`config.mk`:
```
export PLATFORM = sky130hd
export DESIGN_NAME = fws_ctrl
export DESIGN_NICKNAME = d
export VERILOG_FILES = /design/src/hw/fws_pkg.sv /design/src/hw/fws_bus_cycle.sv /design/src/hw/fws_ctrl.sv
export VERILOG_INCLUDE_DIRS = /design/src /design/src/hw
export SDC_FILE = /design/constraint.sdc
export NUM_CORES = 1
export LEC_CHECK = 0
export ABC_CLOCK_PERIOD_IN_PS = 5700
export BUFFER_PORTS_ARGS = -buffer_cell sky130_fd_sc_hd__buf_2
export CORE_MARGIN = 10
export CORE_UTILIZATION = 57
export CTS_BUF_LIST = sky130_fd_sc_hd__clkbuf_4 sky130_fd_sc_hd__clkbuf_8 sky130_fd_sc_hd__clkbuf_16
export CTS_CLUSTER_DIAMETER = 40
export DETAILED_ROUTE_END_ITERATION = 8
export PLACE_DENSITY = 0.82
export SYNTH_ARGS = -nofsm -noshare
export SYNTH_HDL_FRONTEND = slang
export SYNTH_SLANG_ARGS = --single-unit
```
`constraint.sdc`:
```
create_clock -name sys_clk -period 5.7 [get_ports sys_clk]
set_clock_uncertainty 0.1 [all_clocks]
set_input_delay 1.14 -clock sys_clk [delete_from_list [all_inputs] [get_ports sys_clk]]
set_output_delay 1.14 -clock sys_clk [all_outputs]
set_load 0.02 [all_outputs]
```
`src/hw/fws_defines.svh`:
```
// Constants for the flash write-status polling controller.
`ifndef FWS_DEFINES_SVH
`define FWS_DEFINES_SVH
// Register offsets on the software port.
`define FWS_REG_CTRL 4'h0
`define FWS_REG_ADDR 4'h1
`define FWS_REG_STATUS 4'h2
`define FWS_REG_IRQ 4'h3
`define FWS_REG_MASK 4'h4
`define FWS_REG_LAST 4'h5
// Control register fields.
`define FWS_CTRL_START 0
`define FWS_CTRL_ERASE 1
`define FWS_CTRL_ADD_SECTOR 2
`define FWS_CTRL_ABORT 3
// Status bit positions on the data bus.
`define FWS_BIT_POLL 7
`define FWS_BIT_TOG1 6
`define FWS_BIT_TIMEOUT 5
`define FWS_BIT_ETIMER 3
`define FWS_BIT_TOG2 2
// Interrupt bits.
`define FWS_IRQ_DONE 0
`define FWS_IRQ_FAIL 1
`define FWS_IRQ_REJECT 2
`define FWS_IRQ_WIDTH 3
// Flash read and write strobe timing, in ns, and derived cycle counts.
`define FWS_T_STROBE_NS 200
`define FWS_STROBE_CYC (((`FWS_T_STROBE_NS) + 99) / 100)
// Reset and sector erase command words.
`define FWS_RESET_DATA 16'h00f0
`define FWS_SECTOR_ERASE_DATA 16'h0030
`endif

```
`src/hw/fws_pkg.sv`:
```
// Types shared by the flash write-status polling controller.
package fws_pkg;
  typedef enum logic [1:0] {
    fws_res_busy,
    fws_res_done,
    fws_res_fail,
    fws_res_reject
  } fws_result_t;
endpackage : fws_pkg

```
`src/hw/fws_bus_cycle.sv`:
```
// One flash bus cycle (read or write) with fixed strobe width.
`timescale 1ns/1ps
`include "fws_defines.svh"
module fws_bus_cycle #(
  parameter int ADDR_W = 22,
  parameter int DATA_W = 16,
  parameter int STROBE_CYC = `FWS_STROBE_CYC
) (
  input wire logic sys_clk,
  input wire logic reset_n,
  input wire logic go,
  input wire logic is_write,
  input wire logic [ADDR_W-1:0] addr,
  input wire logic [DATA_W-1:0] wdata,
  output logic done,
  output logic [DATA_W-1:0] rdata,
  output logic [ADDR_W-1:0] flash_addr,
  output logic chip_select_n,
  output logic output_enable_n,
  output logic write_strobe_n,
  output logic [DATA_W-1:0] data_bus_out,
  output logic data_bus_oe_n,
  input wire logic [DATA_W-1:0] data_bus_in
);
  logic [7:0] count;
  logic [7:0] next_count;
  logic busy;
  logic next_busy;
  logic wr;
  logic next_wr;
  logic next_done;
  logic [DATA_W-1:0] next_rdata;
  logic [ADDR_W-1:0] next_flash_addr;
  logic [DATA_W-1:0] next_data_bus_out;

  // Each cycle holds its strobe low for the strobe time, then releases it; the rising
  // edge of the strobe ends the cycle, which is where reads are sampled.
  always_comb begin
    next_count = count;
    next_busy = busy;
    next_wr = wr;
    next_done = 1'b0;
    next_rdata = rdata;
    next_flash_addr = flash_addr;
    next_data_bus_out = data_bus_out;
    if (!busy && go) begin
      next_busy = 1'b1;
      next_wr = is_write;
      next_count = 8'(STROBE_CYC);
      next_flash_addr = addr;
      next_data_bus_out = wdata;
    end else if (busy) begin
      if (count == 8'h01) begin
        next_busy = 1'b0;
        next_done = 1'b1;
        if (!wr) begin
          next_rdata = data_bus_in;
        end
      end
      next_count = count - 8'h01;
    end
  end

  always_ff @(posedge sys_clk or negedge reset_n) begin
    if (!reset_n) begin
      count <= 8'h00;
      busy <= 1'b0;
      wr <= 1'b0;
      done <= 1'b0;
      rdata <= '0;
      flash_addr <= '0;
      data_bus_out <= '0;
      chip_select_n <= 1'b1;
      output_enable_n <= 1'b1;
      write_strobe_n <= 1'b1;
      data_bus_oe_n <= 1'b1;
    end else begin
      count <= next_count;
      busy <= next_busy;
      wr <= next_wr;
      done <= next_done;
      rdata <= next_rdata;
      flash_addr <= next_flash_addr;
      data_bus_out <= next_data_bus_out;
      chip_select_n <= !next_busy;
      output_enable_n <= !(next_busy && !next_wr);
      write_strobe_n <= !(next_busy && next_wr);
      data_bus_oe_n <= !(next_busy && next_wr);
    end
  end
endmodule : fws_bus_cycle

```
`src/hw/fws_ctrl.sv`:
```
// Host controller that polls flash write-operation status bits.
//
// Contract
// RQ1: Device toggles toggle_bit_two on reads inside erase-selected sectors.
// RQ2: toggle_bit_two valid from rising edge of the last write strobe.
// RQ3: toggle_bit_one gives mode, toggle_bit_two gives sector; both needed. The code reads only toggle_bit_two in erase mode, else toggle_bit_one.
// RQ4: Host reads twice, compares toggle bit; unchanged means done.
// RQ5: Still toggling: check timeout flag, re-test, fail means reset command.
// RQ6: Host returning from other work restarts with a fresh double read.
// RQ7: Device sets timeout_flag_bit when pulse count limit is exceeded.
// RQ8: Programming 0 to 1 halts and sets timeout_flag_bit.
// RQ9: After timeout failure the host issues the reset command; an abort taken as the failing fourth read ends skips it.
// RQ10: erase_timer_bit is 0 during acceptance window, then 1; restarts per command.
// RQ11: Host sending added sectors under 50 us may skip the timer check.
// RQ12: Once erase_timer_bit is 1 only erase suspend is accepted.
// RQ13: Host confirms acceptance, then checks erase_timer_bit before and after.
// RQ14: erase_timer_bit high at second check means command may be rejected; the code rejects only while ready_busy_pin is also low.
// RQ15: During erase: polling 0, toggle_bit_one toggles, timeout 0, timer 1.
// RQ16: Non-busy bank returns array data; host must address the busy bank.
// RQ17: Host must supply a valid program or erase-selected address.
// RQ18: toggle_bit_one inverts on each read while an operation runs.
// RQ19: ready_busy_out low while programming or erasing.
//
// Local design decisions: the register offsets and the plain strobed port.
`timescale 1ns/1ps
`include "fws_defines.svh"
module fws_ctrl #(
  parameter int ADDR_W = 22,
  parameter int DATA_W = 16
) (
  input wire logic sys_clk,
  input wire logic reset_n,
  input wire logic [3:0] reg_addr,
  input wire logic [31:0] reg_wdata,
  input wire logic reg_write,
  input wire logic reg_read,
  output logic [31:0] reg_rdata,
  output logic irq,
  output logic [ADDR_W-1:0] flash_addr,
  output logic chip_select_n,
  output logic output_enable_n,
  output logic write_strobe_n,
  output logic [DATA_W-1:0] data_bus_out,
  output logic data_bus_oe_n,
  input wire logic [DATA_W-1:0] data_bus_in,
  input wire logic ready_busy_pin
);
  typedef enum logic [3:0] {
    st_idle,
    st_read_first,
    st_read_second,
    st_read_third,
    st_read_fourth,
    st_timer_pre,
    st_write_sector,
    st_timer_post,
    st_write_reset,
    st_wait
  } fws_state_t;

  fws_state_t state;
  fws_state_t next_state;
  logic [ADDR_W-1:0] target;
  logic [ADDR_W-1:0] next_target;
  logic [ADDR_W-1:0] sector;
  logic [ADDR_W-1:0] next_sector;
  logic erase_mode;
  logic next_erase_mode;
  logic add_pending;
  logic next_add_pending;
  logic first_tog;
  logic next_first_tog;
  logic [DATA_W-1:0] last_status;
  logic [DATA_W-1:0] next_last_status;
  logic [1:0] result;
  logic [1:0] next_result;
  logic [`FWS_IRQ_WIDTH-1:0] irq_status;
  logic [`FWS_IRQ_WIDTH-1:0] next_irq_status;
  logic [`FWS_IRQ_WIDTH-1:0] irq_mask;
  logic [`FWS_IRQ_WIDTH-1:0] next_irq_mask;
  logic [`FWS_IRQ_WIDTH-1:0] irq_set;
  logic [31:0] next_reg_rdata;
  logic next_irq;
  logic cyc_go;
  logic cyc_write;
  logic [ADDR_W-1:0] cyc_addr;
  logic [DATA_W-1:0] cyc_wdata;
  logic cyc_done;
  logic [DATA_W-1:0] cyc_rdata;
  logic tog_now;
  logic issued;
  logic next_issued;
  // An abort is held here until the flash bus sits between two cycles, so that
  // software may write it at any time without cutting a strobe short.
  logic abort_req;
  logic next_abort_req;

  fws_bus_cycle #(
    .ADDR_W(ADDR_W),
    .DATA_W(DATA_W)
  ) u_cycle (
    .sys_clk(sys_clk),
    .reset_n(reset_n),
    .go(cyc_go),
    .is_write(cyc_write),
    .addr(cyc_addr),
    .wdata(cyc_wdata),
    .done(cyc_done),
    .rdata(cyc_rdata),
    .flash_addr(flash_addr),
    .chip_select_n(chip_select_n),
    .output_enable_n(output_enable_n),
    .write_strobe_n(write_strobe_n),
    .data_bus_out(data_bus_out),
    .data_bus_oe_n(data_bus_oe_n),
    .data_bus_in(data_bus_in)
  );

  // In erase mode the toggle bit of interest is the sector one, else the mode one.
  assign tog_now = erase_mode ? cyc_rdata[`FWS_BIT_TOG2] : cyc_rdata[`FWS_BIT_TOG1]; // [RQ3]

  // Polling sequencer. Reads always target the busy bank at the given address,
  // since any other bank answers with plain array data. [RQ16] [RQ17]
  always_comb begin
    next_state = state;
    next_target = target;
    next_sector = sector;
    next_erase_mode = erase_mode;
    next_add_pending = add_pending;
    next_first_tog = first_tog;
    next_last_status = last_status;
    next_result = result;
    next_issued = 1'b0;
    next_abort_req = abort_req;
    irq_set = '0;
    cyc_go = 1'b0;
    cyc_write = 1'b0;
    cyc_addr = target;
    cyc_wdata = '0;
    if (reg_write && reg_addr == `FWS_REG_ADDR) begin
      if (state == st_idle || state == st_wait) begin
        next_target = reg_wdata[ADDR_W-1:0];
      end
      next_sector = reg_wdata[ADDR_W-1:0];
    end
    if (reg_write && reg_addr == `FWS_REG_CTRL && reg_wdata[`FWS_CTRL_ADD_SECTOR]) begin
      next_add_pending = 1'b1;
    end
    // Issue one cycle per state entry; issued blocks re-issue until done.
    if (state != st_idle && state != st_wait && !issued && !cyc_done) begin
      cyc_go = 1'b1;
      next_issued = 1'b1;
    end else if (issued && !cyc_done) begin
      next_issued = 1'b1;
    end
    if (state == st_write_sector) begin
      cyc_write = 1'b1;
      cyc_addr = sector;
      cyc_wdata = `FWS_SECTOR_ERASE_DATA;
    end else if (state == st_write_reset) begin
      cyc_write = 1'b1;
      cyc_wdata = `FWS_RESET_DATA; // [RQ9]
    end
    unique case (state)
      st_idle, st_wait: begin
        // A new start always begins with a fresh double read. [RQ6]
        if (reg_write && reg_addr == `FWS_REG_CTRL && reg_wdata[`FWS_CTRL_START]) begin
          next_erase_mode = reg_wdata[`FWS_CTRL_ERASE];
          next_result = 2'(fws_pkg::fws_res_busy);
          next_state = st_read_first;
        end
      end
      st_read_first: begin
        // First read of a pair: keep its toggle bit for the comparison.
        if (cyc_done) begin
          next_first_tog = tog_now;
          next_state = st_read_second;
        end
      end
      st_read_second: begin
        if (cyc_done) begin
          next_last_status = cyc_rdata;
          if (tog_now == first_tog) begin
            next_result = 2'(fws_pkg::fws_res_done); // [RQ4]
            irq_set[`FWS_IRQ_DONE] = 1'b1;
            next_state = st_idle;
          end else if (cyc_rdata[`FWS_BIT_TIMEOUT]) begin
            next_first_tog = tog_now;
            next_state = st_read_third; // [RQ5]
          end else if (erase_mode && add_pending) begin
            next_state = st_timer_pre; // [RQ13]
          end else begin
            next_state = st_read_first;
          end
        end
      end
      st_read_third: begin
        // Re-test after the timeout flag, as the bit may stop just as the flag rises.
        if (cyc_done) begin
          next_first_tog = tog_now;
          next_state = st_read_fourth;
        end
      end
      st_read_fourth: begin
        if (cyc_done) begin
          next_last_status = cyc_rdata;
          if (tog_now == first_tog) begin
            next_result = 2'(fws_pkg::fws_res_done);
            irq_set[`FWS_IRQ_DONE] = 1'b1;
            next_state = st_idle;
          end else begin
            next_result = 2'(fws_pkg::fws_res_fail); // [RQ5]
            irq_set[`FWS_IRQ_FAIL] = 1'b1;
            next_state = st_write_reset;
          end
        end
      end
      st_timer_pre: begin
        // The timer is always read, since nothing here bounds the gap between added
        // sector commands below the acceptance time-out. [RQ11]
        // Timer already expired means erase began; the added sector is refused.
        if (cyc_done) begin
          next_last_status = cyc_rdata;
          next_add_pending = 1'b0;
          if (cyc_rdata[`FWS_BIT_ETIMER]) begin
            next_result = 2'(fws_pkg::fws_res_reject); // [RQ12]
            irq_set[`FWS_IRQ_REJECT] = 1'b1;
            next_state = st_read_first;
          end else begin
            next_state = st_write_sector;
          end
        end
      end
      st_write_sector: begin
        // One-cycle added sector command at the sector address.
        if (cyc_done) begin
          next_state = st_timer_post;
        end
      end
      st_timer_post: begin
        // Timer high right after the write: the command may not have been taken.
        if (cyc_done) begin
          next_last_status = cyc_rdata;
          if (cyc_rdata[`FWS_BIT_ETIMER] && !ready_busy_pin) begin
            next_result = 2'(fws_pkg::fws_res_reject); // [RQ14]
            irq_set[`FWS_IRQ_REJECT] = 1'b1;
          end
          next_state = st_read_first;
        end
      end
      st_write_reset: begin
        // The reset word returns the bank to reading array data.
        if (cyc_done) begin
          next_state = st_idle;
        end
      end
      default: begin
        next_state = st_idle;
      end
    endcase
    // Software abort leaves polling; a later start restarts from the top. [RQ6]
    // The request waits until the flash bus is between two cycles, so no strobe is
    // cut short, but an abort taken as the failing fourth read ends skips the reset word. [RQ9]
    if (reg_write && reg_addr == `FWS_REG_CTRL && reg_wdata[`FWS_CTRL_ABORT]) begin
      next_abort_req = 1'b1;
    end
    if (state == st_idle || state == st_wait) begin
      next_abort_req = 1'b0;
    end else if (abort_req && state != st_write_reset && issued == cyc_done) begin
      // Either nothing has been issued yet, or the last cycle has just ended.
      next_abort_req = 1'b0;
      cyc_go = 1'b0;
      next_issued = 1'b0;
      next_state = st_wait;
    end
  end

  // Sticky interrupts: set wins over the clear-on-read in the same cycle.
  always_comb begin
    next_irq_mask = irq_mask;
    next_irq_status = irq_status;
    if (reg_read && reg_addr == `FWS_REG_IRQ) begin
      next_irq_status = '0;
    end
    next_irq_status = next_irq_status | irq_set;
    // A mask write reaches irq at the same edge as the new mask itself.
    if (reg_write && reg_addr == `FWS_REG_MASK) begin
      next_irq_mask = reg_wdata[`FWS_IRQ_WIDTH-1:0];
    end
    next_irq = |(next_irq_status & next_irq_mask);
  end

  // Read data appears the cycle after the strobe; unmapped offsets read zero.
  always_comb begin
    next_reg_rdata = 32'h0000_0000;
    if (reg_read) begin
      unique case (reg_addr)
        `FWS_REG_CTRL: next_reg_rdata = {31'h0, erase_mode};
        `FWS_REG_ADDR: next_reg_rdata = 32'(target);
        `FWS_REG_STATUS: next_reg_rdata = {27'h0, add_pending, ready_busy_pin,
                                           state == st_idle, result};
        `FWS_REG_IRQ: next_reg_rdata = 32'(irq_status);
        `FWS_REG_MASK: next_reg_rdata = 32'(irq_mask);
        `FWS_REG_LAST: next_reg_rdata = 32'(last_status);
        default: next_reg_rdata = 32'h0000_0000;
      endcase
    end
  end

  // State registers; every top-level output leaves a flip-flop, here or in the
  // bus cycle module, so nothing combinational reaches a pin.
  always_ff @(posedge sys_clk or negedge reset_n) begin
    if (!reset_n) begin
      state <= st_idle;
      target <= '0;
      sector <= '0;
      erase_mode <= 1'b0;
      add_pending <= 1'b0;
      first_tog <= 1'b0;
      last_status <= '0;
      result <= 2'h0;
      issued <= 1'b0;
      abort_req <= 1'b0;
      irq_status <= '0;
      irq_mask <= '0;
      irq <= 1'b0;
      reg_rdata <= 32'h0000_0000;
    end else begin
      state <= next_state;
      target <= next_target;
      sector <= next_sector;
      erase_mode <= next_erase_mode;
      add_pending <= next_add_pending;
      first_tog <= next_first_tog;
      last_status <= next_last_status;
      result <= next_result;
      issued <= next_issued;
      abort_req <= next_abort_req;
      irq_status <= next_irq_status;
      irq_mask <= next_irq_mask;
      irq <= next_irq;
      reg_rdata <= next_reg_rdata;
    end
  end
endmodule : fws_ctrl

```
=== Yosys cells after proc, flatten, opt, wreduce, memory -nomap -nowiden ===
Index checks and enable logic that the tools add are counted.

* Add/sub/neg operators: 1
* Eq/ne operators: 30
* Muxes and demuxes: 75
* Bitwise logic cells: 4
* Reduce and logical (&&, ||, !) cells: 44

{| class="wikitable"
|+ Operators with widths
! cell !! count
|-
| $pmux 22 s6 || 1
|-
| $mux 4 || 14
|-
| $mux 22 || 2
|-
| $pmux 4 s9 || 1
|-
| $mux 1 || 35
|-
| $mux 8 || 4
|-
| $eq 4x3->1 const B || 6
|-
| $mux 2 || 10
|-
| $logic_and 1x1->1 || 18
|-
| $eq 4x2->1 const B || 4
|-
| $ne 2x1->1 const B || 7
|-
| $mux 3 || 4
|-
| $pmux 2 s5 || 1
|-
| $reduce_and 9->1 || 1
|-
| $eq 4x1->1 const B || 2
|-
| $eq 4x4->1 const B || 2
|-
| $eq 8x1->1 const B || 1
|-
| $logic_not 1->1 || 8
|-
| $logic_not 4->1 || 2
|-
| $ne 2x2->1 const B || 4
|-
| $ne 4x4->1 const B || 2
|-
| $sub 8x1->8 const B || 1
|-
| $pmux 1 s2 || 3
|-
| $reduce_and 2->1 || 3
|-
| 14 further kinds || 18
|}

* Register bits after elaboration: 178
* Bits of input ports: 57

=== Depth between registers and ports, before layout ===
Gate-level depths: netlist of run 1.

* Word-level depth: 12
* Mapped depth: 9
* Depth with buffers taken out: 7

=== By module ===
Synthesis of run 1 repeated with hierarchy kept, for this count alone.

* Cell total of the unflattened synthesis: 599
* Area total of the unflattened synthesis: 7423.4 µm²

{| class="wikitable"
|+ By module, submodules not included
! module !! times used !! cells an instance !! area an instance (µm²)
|-
| fws_ctrl || 1 || 417 || 4754.6
|-
| fws_bus_cycle || 1 || 182 || 2668.8
|}

=== Least setup slack after synthesis of run 1 ===
OpenSTA, ideal clock, no wires.

* Kind: in2reg
* Start point: in reg_addr[1]
* End point: reg reg_rdata[12]
* Setup time: 0.072 ns
* Arrival time: 2.321 ns
* Required time: 5.528 ns
* Path slack: 3.207 ns
* Stages: 5
* Cell sequence: nand2b_1 -> nor3_1 -> clkbuf_1 -> a22oi_1 -> nor2_1

* Cells in the longest elaborated chain, start to end: 3

{| class="wikitable"
|+ Ends and longest elaborated chain
! what !! RTL line !! text
|-
| from (decl) || fws_ctrl.sv:33 || <nowiki>input wire logic [3:0] reg_addr,</nowiki>
|-
| $eq 4x3->1, or another cell as far along || fws_ctrl.sv:297 || <nowiki>unique case (reg_addr)</nowiki>
|-
| $pmux 22 s6 (*) || fws_ctrl.sv:297 ||
|-
| $mux 22 (*) || fws_ctrl.sv:296 || <nowiki>if (reg_read) begin</nowiki>
|-
| net next_reg_rdata[12] || fws_ctrl.sv:82 || <nowiki>logic [31:0] next_reg_rdata;</nowiki>
|-
| to (signal assigned) || fws_ctrl.sv:342 || <nowiki>reg_rdata <= next_reg_rdata;</nowiki>
|-
| to (decl) || fws_ctrl.sv:37 || <nowiki>output logic [31:0] reg_rdata,</nowiki>
|}

The timed path passes the listed nets; every way through them passes the cells marked *.
A chain may end at the register's enable or synchronous reset.

=== Final worst setup path of run 1 ===
* Start point: in reg_addr[3]
* End point: reg sector[18]

* Cells in the longest elaborated chain, start to end: 2

{| class="wikitable"
|+ Ends and longest elaborated chain
! what !! RTL line !! text
|-
| $eq 4x1->1 || - ||
|-
| $logic_and 1x1->1 (no source line) || - ||
|-
| to (signal assigned) || fws_ctrl.sv:331 || <nowiki>sector <= next_sector;</nowiki>
|-
| to (decl) || fws_ctrl.sv:65 || <nowiki>logic [ADDR_W-1:0] sector;</nowiki>
|}

No other way between the ends.

==> impl_metrics.env, run 1 <==
export IMPL_final_common_cell="dfrtp_1"
export IMPL_grt_overflow=0
export IMPL_viasPerCell=5.75
export IMPL_ir_worst_vdd_uv=289
export IMPL_path_buf_inv=1
export IMPL_status="finished clean"
export IMPL_finalSetupViolations=0
export IMPL_htree_levels=4
export IMPL_hold_buffers=0
export IMPL_pre_cts_slack_ns=2.26
export IMPL_worstSetupStartpointType="input pin"
export IMPL_relSlewSlack_pct=14.9
export IMPL_cp_slowest_stage_delay_ns=0.91
export IMPL_fmax_mhz=331
export IMPL_cts_repair_resized=0
export IMPL_grt_first_pass_wirelength_um=24500
export IMPL_post_drt_wl_per_cell_um=19.6
export IMPL_die_w_um=129
export IMPL_vias=4599
export IMPL_reg2reg_slack_ns=2.80
export IMPL_grt_total_usage_pct=18.8
export IMPL_yosysTopAreaCellShare_pct=56.1
export IMPL_ant_nets=0
export IMPL_first_pass_iters=5
export IMPL_gp_congestion=0.879
export IMPL_synth_area_leaders="dfrtp_1 56%, mux2_2 13%, mux2i_1 4.8%"
export IMPL_ys_seq_area_share_pct=57.3
export IMPL_clockBufferDepth=2
export IMPL_synthMuxAreaShare_pct=18.6
export IMPL_layout_worst_path_cycle_share_pct=53.0
export IMPL_min_period_ns=3.02
export IMPL_synth_largest_area_cell="dfrtp_1"
export IMPL_synth_compound_area_share_pct=8.77
export IMPL_stdcell_count=800
export IMPL_setup_ws_ns=2.68
export IMPL_min_from="u_cycle.rdata[7]"
export IMPL_critical_path_class="input pin to register"
export IMPL_post_synth_inst_count=554
export IMPL_cp_startpoint="reg_addr[3]"
export IMPL_wl_um=15700
export IMPL_fillers=817
export IMPL_reg2reg_from="u_cycle.done"
export IMPL_fin_nets=707
export IMPL_antenna_found_initial=1
export IMPL_dieArea_mm2=0.0166
export IMPL_initial_core_util_pct=58.5
export IMPL_final_hold_viol_count=0
export IMPL_ios=132
export IMPL_drt_iter0_markers=412
export IMPL_grt_pass1_vias=4803
export IMPL_design_power_total_mw=3.94
export IMPL_tns_ns=0
export IMPL_area_growth_pct=16.1
export IMPL_grt_max_degree=112
export IMPL_rsz0062_at_grt="no"
export IMPL_dp_hpwl_um=10800
export IMPL_clock_sinks=154
export IMPL_cts_tree="yes"
export IMPL_fin_hold_ws_ns=0.393
export IMPL_synthArstFlopShare_pct=100
export IMPL_fp_dieH_um=129
export IMPL_required_ns=5.89
export IMPL_final_core_util_pct=67.9
export IMPL_rows=39
export IMPL_route_detailed_drc=0
export IMPL_clock_latency_ns=0.41
export IMPL_ys_ff_latch=154
export IMPL_r2r_end="u_cycle.output_enable_n"
export IMPL_p_leak_nw=3.73
export IMPL_netlist_cell_type_count=54
export IMPL_hold_path_depth=1
export IMPL_cts_root_buffer="clkbuf_16"
export IMPL_synthesis_area_mm2=0.00673
export IMPL_clkSlewWorstSetupHoldPaths_ns=0.06
export IMPL_placed_area_mm2=0.00725
export IMPL_crit_chain="buf_2 -> nor2_1 -> nand3_1 -> mux2_2"
export IMPL_cts_setup_buffers=0
export IMPL_cp_max_fo=22
export IMPL_final_area_mm2=0.00782
export IMPL_r2r_cells=8
export IMPL_crit_family="simple AND/OR/NAND/NOR gates"
export IMPL_power_density_mw_per_mm2=505
export IMPL_worstHoldEndpoint="last_status[7]"
export IMPL_yosys_area_share_simple_pct=9.33
export IMPL_worstHoldPathType="register to register"
export IMPL_layout_common_cells="151 x dfrtp_1, 98 x buf_2, 80 x mux2_2, 50 x nor2_1, 40 x a21oi_1"
export IMPL_drive_above_1_share_pct=33.7
export IMPL_end_kind="register"
export IMPL_coreArea_mm2=0.0115
export IMPL_path_depth=4
export IMPL_synth_top_family_by_area="multiplexers"
export IMPL_syn_area_per_cell_um2=12.2
export IMPL_tightest_slew_ns=1.27
export IMPL_cts_buffers=17
export IMPL_synth_xor_area_share_pct=0.260
export IMPL_synthAdderAreaFrac_pct=0.557
export IMPL_critPathArrivalTime_ns=3.21
export IMPL_slowest_stage="nand3_1"
export IMPL_finalMaxSlewViolations=0
export IMPL_dp_cells=771
export IMPL_io_buffers=99
export IMPL_synth_edf_count=0
export IMPL_ys_flop_type="dfrtp_1"
export IMPL_yosysWarnings=0
export IMPL_max_cap_violations=0
==> worst reg2reg max path, delay by kind of cell (launching register included) <==
| family | cells | cell delay, ns |
|---|---|---|
| flops | 1 | 0.68 |
| buf+inv | 2 | 0.70 |
| compound gates | 2 | 0.46 |
| simple gates | 2 | 0.23 |
| mux | 1 | 0.33 |
| fa+ha+maj | 1 | 0.34 |
==> worst max path at each step <==
stage                               end
after global routing          sector[4]
after floorplan           reg_rdata[12]
final                        sector[18]
after detailed placement     sector[12]
after CTS                    sector[18]
after global placement       sector[21]
==> flip-flops by register name, summed over array words and instances, names as in the netlist, 4 cells and up <==
| signal | cells |
|---|---|
| last_status | 16 |
| reg_rdata | 22 |
| sector | 22 |
| state | 4 |
| target | 22 |
| u_cycle.count | 8 |
| u_cycle.flash_addr | 22 |
| u_cycle.rdata | 16 |
==> logic make-up after synthesis <==
logic type               after synthesis
AND/OR/NAND/NOR                      123
adder cells (fa/ha/maj)                3
buffers and inverters                 63
multiplexers                         114
flip-flops                           154
AO/OA/AOI/OAI                         94
XOR/XNOR                               2
other                                  1
==> report_power, final <==
part / internal [mW] / total (mW) / switching [mW]
combinational: 0.479 / 1.09 / 0.609
clock: 0.668 / 1.08 / 0.415
sequential: 1.47 / 1.77 / 0.306
total: 2.61 / 3.94 / 1.33
==> layer usage <==
layer / up-vias / global-route usage, % / wire length [um]
li1: 2107 / - / -
met1: 2315 / 23.1 / 6600
met2: 153 / 30.4 / 7690
met3: 24 / 5.67 / 1050
met4: 0 / 8.03 / 334
met5: - / 0 / 0
==> area by class of cell <==
cell class | count | area (um^2) | area share (%)
diodes | 1 | 2.50 | 0.0320
clock buffers | 21 | 468 | 5.99
clock inverters | 7 | 96.3 | 1.23
inverters | 13 | 48.8 | 0.624
multi-input cells | 358 | 2630 | 33.7
flip-flops and latches | 154 | 3860 | 49.4
well taps | 143 | 179 | 2.29
repair buffers | 103 | 532 | 6.80
==> cells in the mapped netlist (2+ instances only) <==
cell      number
a211oi_1       2
a21oi_1       40
a22o_1         4
a22oi_1       14
a31oi_1        2
and2_1         2
and3_1         9
and3b_1        2
buf_1          3
buf_2         11
buf_4         25
clkbuf_1      11
dfrtp_1      151
dfstp_2        3
ha_1           3
inv_1         13
mux2_2        80
mux2i_1       32
nand2_1        9
nand2b_1       7
nand3_1        9
nand3b_1       6
nand4_1        3
nand4b_1       2
nor2_1        51
nor2b_1        5
nor3_1        11
o21ai_0       16
o22ai_1        2
o31ai_1        2
Power figures use the tool's default switching activity.
==> run 2, diff against run 1 <==
--- a/config.mk
+++ b/config.mk
@@ -6,14 +6,14 @@
 export SDC_FILE = /design/constraint.sdc
 export NUM_CORES = 1
 export LEC_CHECK = 0
-export ABC_CLOCK_PERIOD_IN_PS = 5700
+export ABC_CLOCK_PERIOD_IN_PS = 2700
 export BUFFER_PORTS_ARGS = -buffer_cell sky130_fd_sc_hd__buf_2
 export CORE_MARGIN = 10
-export CORE_UTILIZATION = 57
+export CORE_UTILIZATION = 50
 export CTS_BUF_LIST = sky130_fd_sc_hd__clkbuf_4 sky130_fd_sc_hd__clkbuf_8 sky130_fd_sc_hd__clkbuf_16
 export CTS_CLUSTER_DIAMETER = 40
 export DETAILED_ROUTE_END_ITERATION = 8
-export PLACE_DENSITY = 0.82
+export PLACE_DENSITY = 0.76
 export SYNTH_ARGS = -nofsm -noshare
 export SYNTH_HDL_FRONTEND = slang
 export SYNTH_SLANG_ARGS = --single-unit
==> constraint.sdc (replaced) <==
create_clock -name sys_clk -period 2.7 [get_ports sys_clk]
set_clock_uncertainty 0.1 [all_clocks]
set_input_delay 0.54 -clock sys_clk [delete_from_list [all_inputs] [get_ports sys_clk]]
set_output_delay 0.54 -clock sys_clk [all_outputs]
set_load 0.02 [all_outputs]
==> run 2 against run 1 <==
Count of clock-buffer cells in the layout rose by 1. Setup slack got worse by 2.4 ns. Combinational power rose by 120%. Die area rose by 12%. Total power rose by 110%. Routed wire length rose by 1.5%. Highest routed layer unchanged.
==> impl_metrics.env, run 2 (same netlist as run 1, synthesis figures left out) <==
export IMPL_wl_um=15900
export IMPL_relSlewSlack_pct=40.9
export IMPL_antenna_found_initial=1
export IMPL_setup_ws_ns=0.327
export IMPL_r2r_cells=6
export IMPL_fin_nets=721
export IMPL_initial_core_util_pct=50.9
export IMPL_io_buffers=99
export IMPL_reg2reg_slack_ns=0.33
export IMPL_dieArea_mm2=0.0185
export IMPL_viasPerCell=5.42
export IMPL_seqPwrFrac_pct=44.5
export IMPL_route_detailed_drc=0
export IMPL_gp_congestion=0.891
export IMPL_cp_slowest_stage_delay_ns=0.63
export IMPL_ir_worst_vdd_uv=418
export IMPL_critical_path_class="register to register"
export IMPL_drt_iter0_markers=346
export IMPL_area_growth_pct=18.3
export IMPL_slowest_stage="dfrtp_1"
export IMPL_cp_max_fo=34
export IMPL_fmax_mhz=421
export IMPL_ant_nets=0
export IMPL_tns_ns=0
export IMPL_seq_area_mm2=0.00386
export IMPL_post_drt_wl_per_cell_um=18.7
export IMPL_power_density_mw_per_mm2=1040
export IMPL_grt_first_pass_wirelength_um=25200
export IMPL_status="finished clean"
export IMPL_finalMaxSlewViolations=0
export IMPL_rsz0062_at_grt="no"
export IMPL_first_pass_iters=5
export IMPL_critPathArrivalTime_ns=2.57
export IMPL_switching_share_pct=34.4
export IMPL_htree_levels=4
export IMPL_layout_worst_path_cycle_share_pct=87.9
export IMPL_rows=42
export IMPL_combPwrFrac_pct=29.3
export IMPL_required_ns=2.90
export IMPL_reg2reg_from="state[3]"
export IMPL_worstSetupStartpointType="register"
export IMPL_cts_buffers=17
export IMPL_cts_setup_buffers=0
export IMPL_max_cap_violations=0
export IMPL_end_kind="register"
export IMPL_clockBufferDepth=2
export IMPL_cts_tree="yes"
export IMPL_final_hold_viol_count=0
export IMPL_grt_total_usage_pct=17.3
export IMPL_clkSlewWorstSetupHoldPaths_ns=0.06
export IMPL_hold_buffers=0
export IMPL_clockPowerShare_pct=26.2
export IMPL_netSwitchingPower_mw=2.84
export IMPL_p_int_mw=5.41
export IMPL_fillers=1083
export IMPL_multiInputGateArea_mm2=0.00263
export IMPL_grt_overflow=0
export IMPL_finalSetupViolations=0
export IMPL_coreArea_mm2=0.0132
export IMPL_cts_repair_resized=0
export IMPL_fp_dieH_um=136
export IMPL_clock_sinks=154
export IMPL_design_power_total_mw=8.25
export IMPL_layout_common_cells="151 x dfrtp_1, 98 x buf_2, 80 x mux2_2, 50 x nor2_1, 40 x a21oi_1"
export IMPL_final_common_cell="dfrtp_1"
export IMPL_crit_chain="nand2b_1 -> or3_1 -> a211oi_4 -> buf_12 -> nand3b_1 -> o21ai_0"
export IMPL_tightest_slew_ns=0.884
export IMPL_cts_root_buffer="clkbuf_16"
export IMPL_clock_latency_ns=0.42
export IMPL_worstHoldPathType="input pin to async pin"
export IMPL_ios=132
export IMPL_die_w_um=136
export IMPL_p_leak_nw=3.80
export IMPL_pre_cts_slack_ns=0.352
export IMPL_grt_max_degree=69
export IMPL_min_period_ns=2.37
export IMPL_vias=4616
export IMPL_grt_pass1_vias=4852
export IMPL_drive_above_1_share_pct=35.5
export IMPL_dp_hpwl_um=11400
export IMPL_r2r_end="u_cycle.count[6]"
[run 2: how the worst max path moves through the flow]
stage | startpoint | endpoint | slack, ns | depth (start not counted)
after global placement | state[3] | u_cycle.count[6] | 0.37 | 6
after floorplan | u_cycle.done | u_cycle.count[3] | 0.54 | 9
after CTS | state[3] | u_cycle.flash_addr[3] | 0.30 | 6
after detailed placement | state[3] | u_cycle.count[3] | 0.35 | 6
final | state[3] | u_cycle.count[6] | 0.33 | 6
after global routing | state[3] | u_cycle.flash_addr[3] | 0.12 | 6
[run 2: per-layer routing]
| layer | GRT usage, % | up-vias | part of all wire, % |
|---|---|---|---|
| met4 | 5.68 | 0 | 1.2 |
| met5 | 0 | - | 0 |
| met3 | 4.72 | 18 | 7.8 |
| met2 | 28.6 | 172 | 49 |
| li1 | - | 2143 | - |
| met1 | 21.4 | 2283 | 42 |
[run 2: metrics by stage]
| step | area [um^2] | hold WS (ns) | std cells | util (%) |
|---|---|---|---|---|
| after floorplan | 6810 | 0.144 | 575 | - |
| after global placement | 7420 | 0.366 | 818 | 56.0 |
| after detailed placement | 7420 | 0.389 | 818 | 56.0 |
| after CTS | 7960 | 0.0457 | 850 | 60.1 |
| after global routing | 7960 | 0.0622 | 850 | 60.1 |
| final | 7970 | 0.0199 | 851 | 60.2 |
[run 2: critical path: cells and delay by family (launching register included)]
kind	cells	cell delay [ns]
buf+inv	1	0.24
simple gates	3	0.79
flops	1	0.63
compound gates	2	0.48
[run 2: layout make-up]
class | instances | share of cell area [%]
diodes | 1 | 0.0314
clock buffers | 22 | 5.97
clock inverters | 10 | 0.864
inverters | 13 | 0.613
multi-input cells | 358 | 33.0
flip-flops and latches | 154 | 48.4
well taps | 176 | 2.76
repair buffers | 117 | 8.31
[run 2: power groups by stage]
stage                     clock, mW  combinational, mW  sequential (mW)
after floorplan                   0               1.51             3.74
after global placement            0               2.31             3.65
after detailed placement          0               2.42             3.70
after CTS                      2.19               2.43             3.67
after global routing           2.31               2.67             3.77
final                          2.16               2.42             3.67
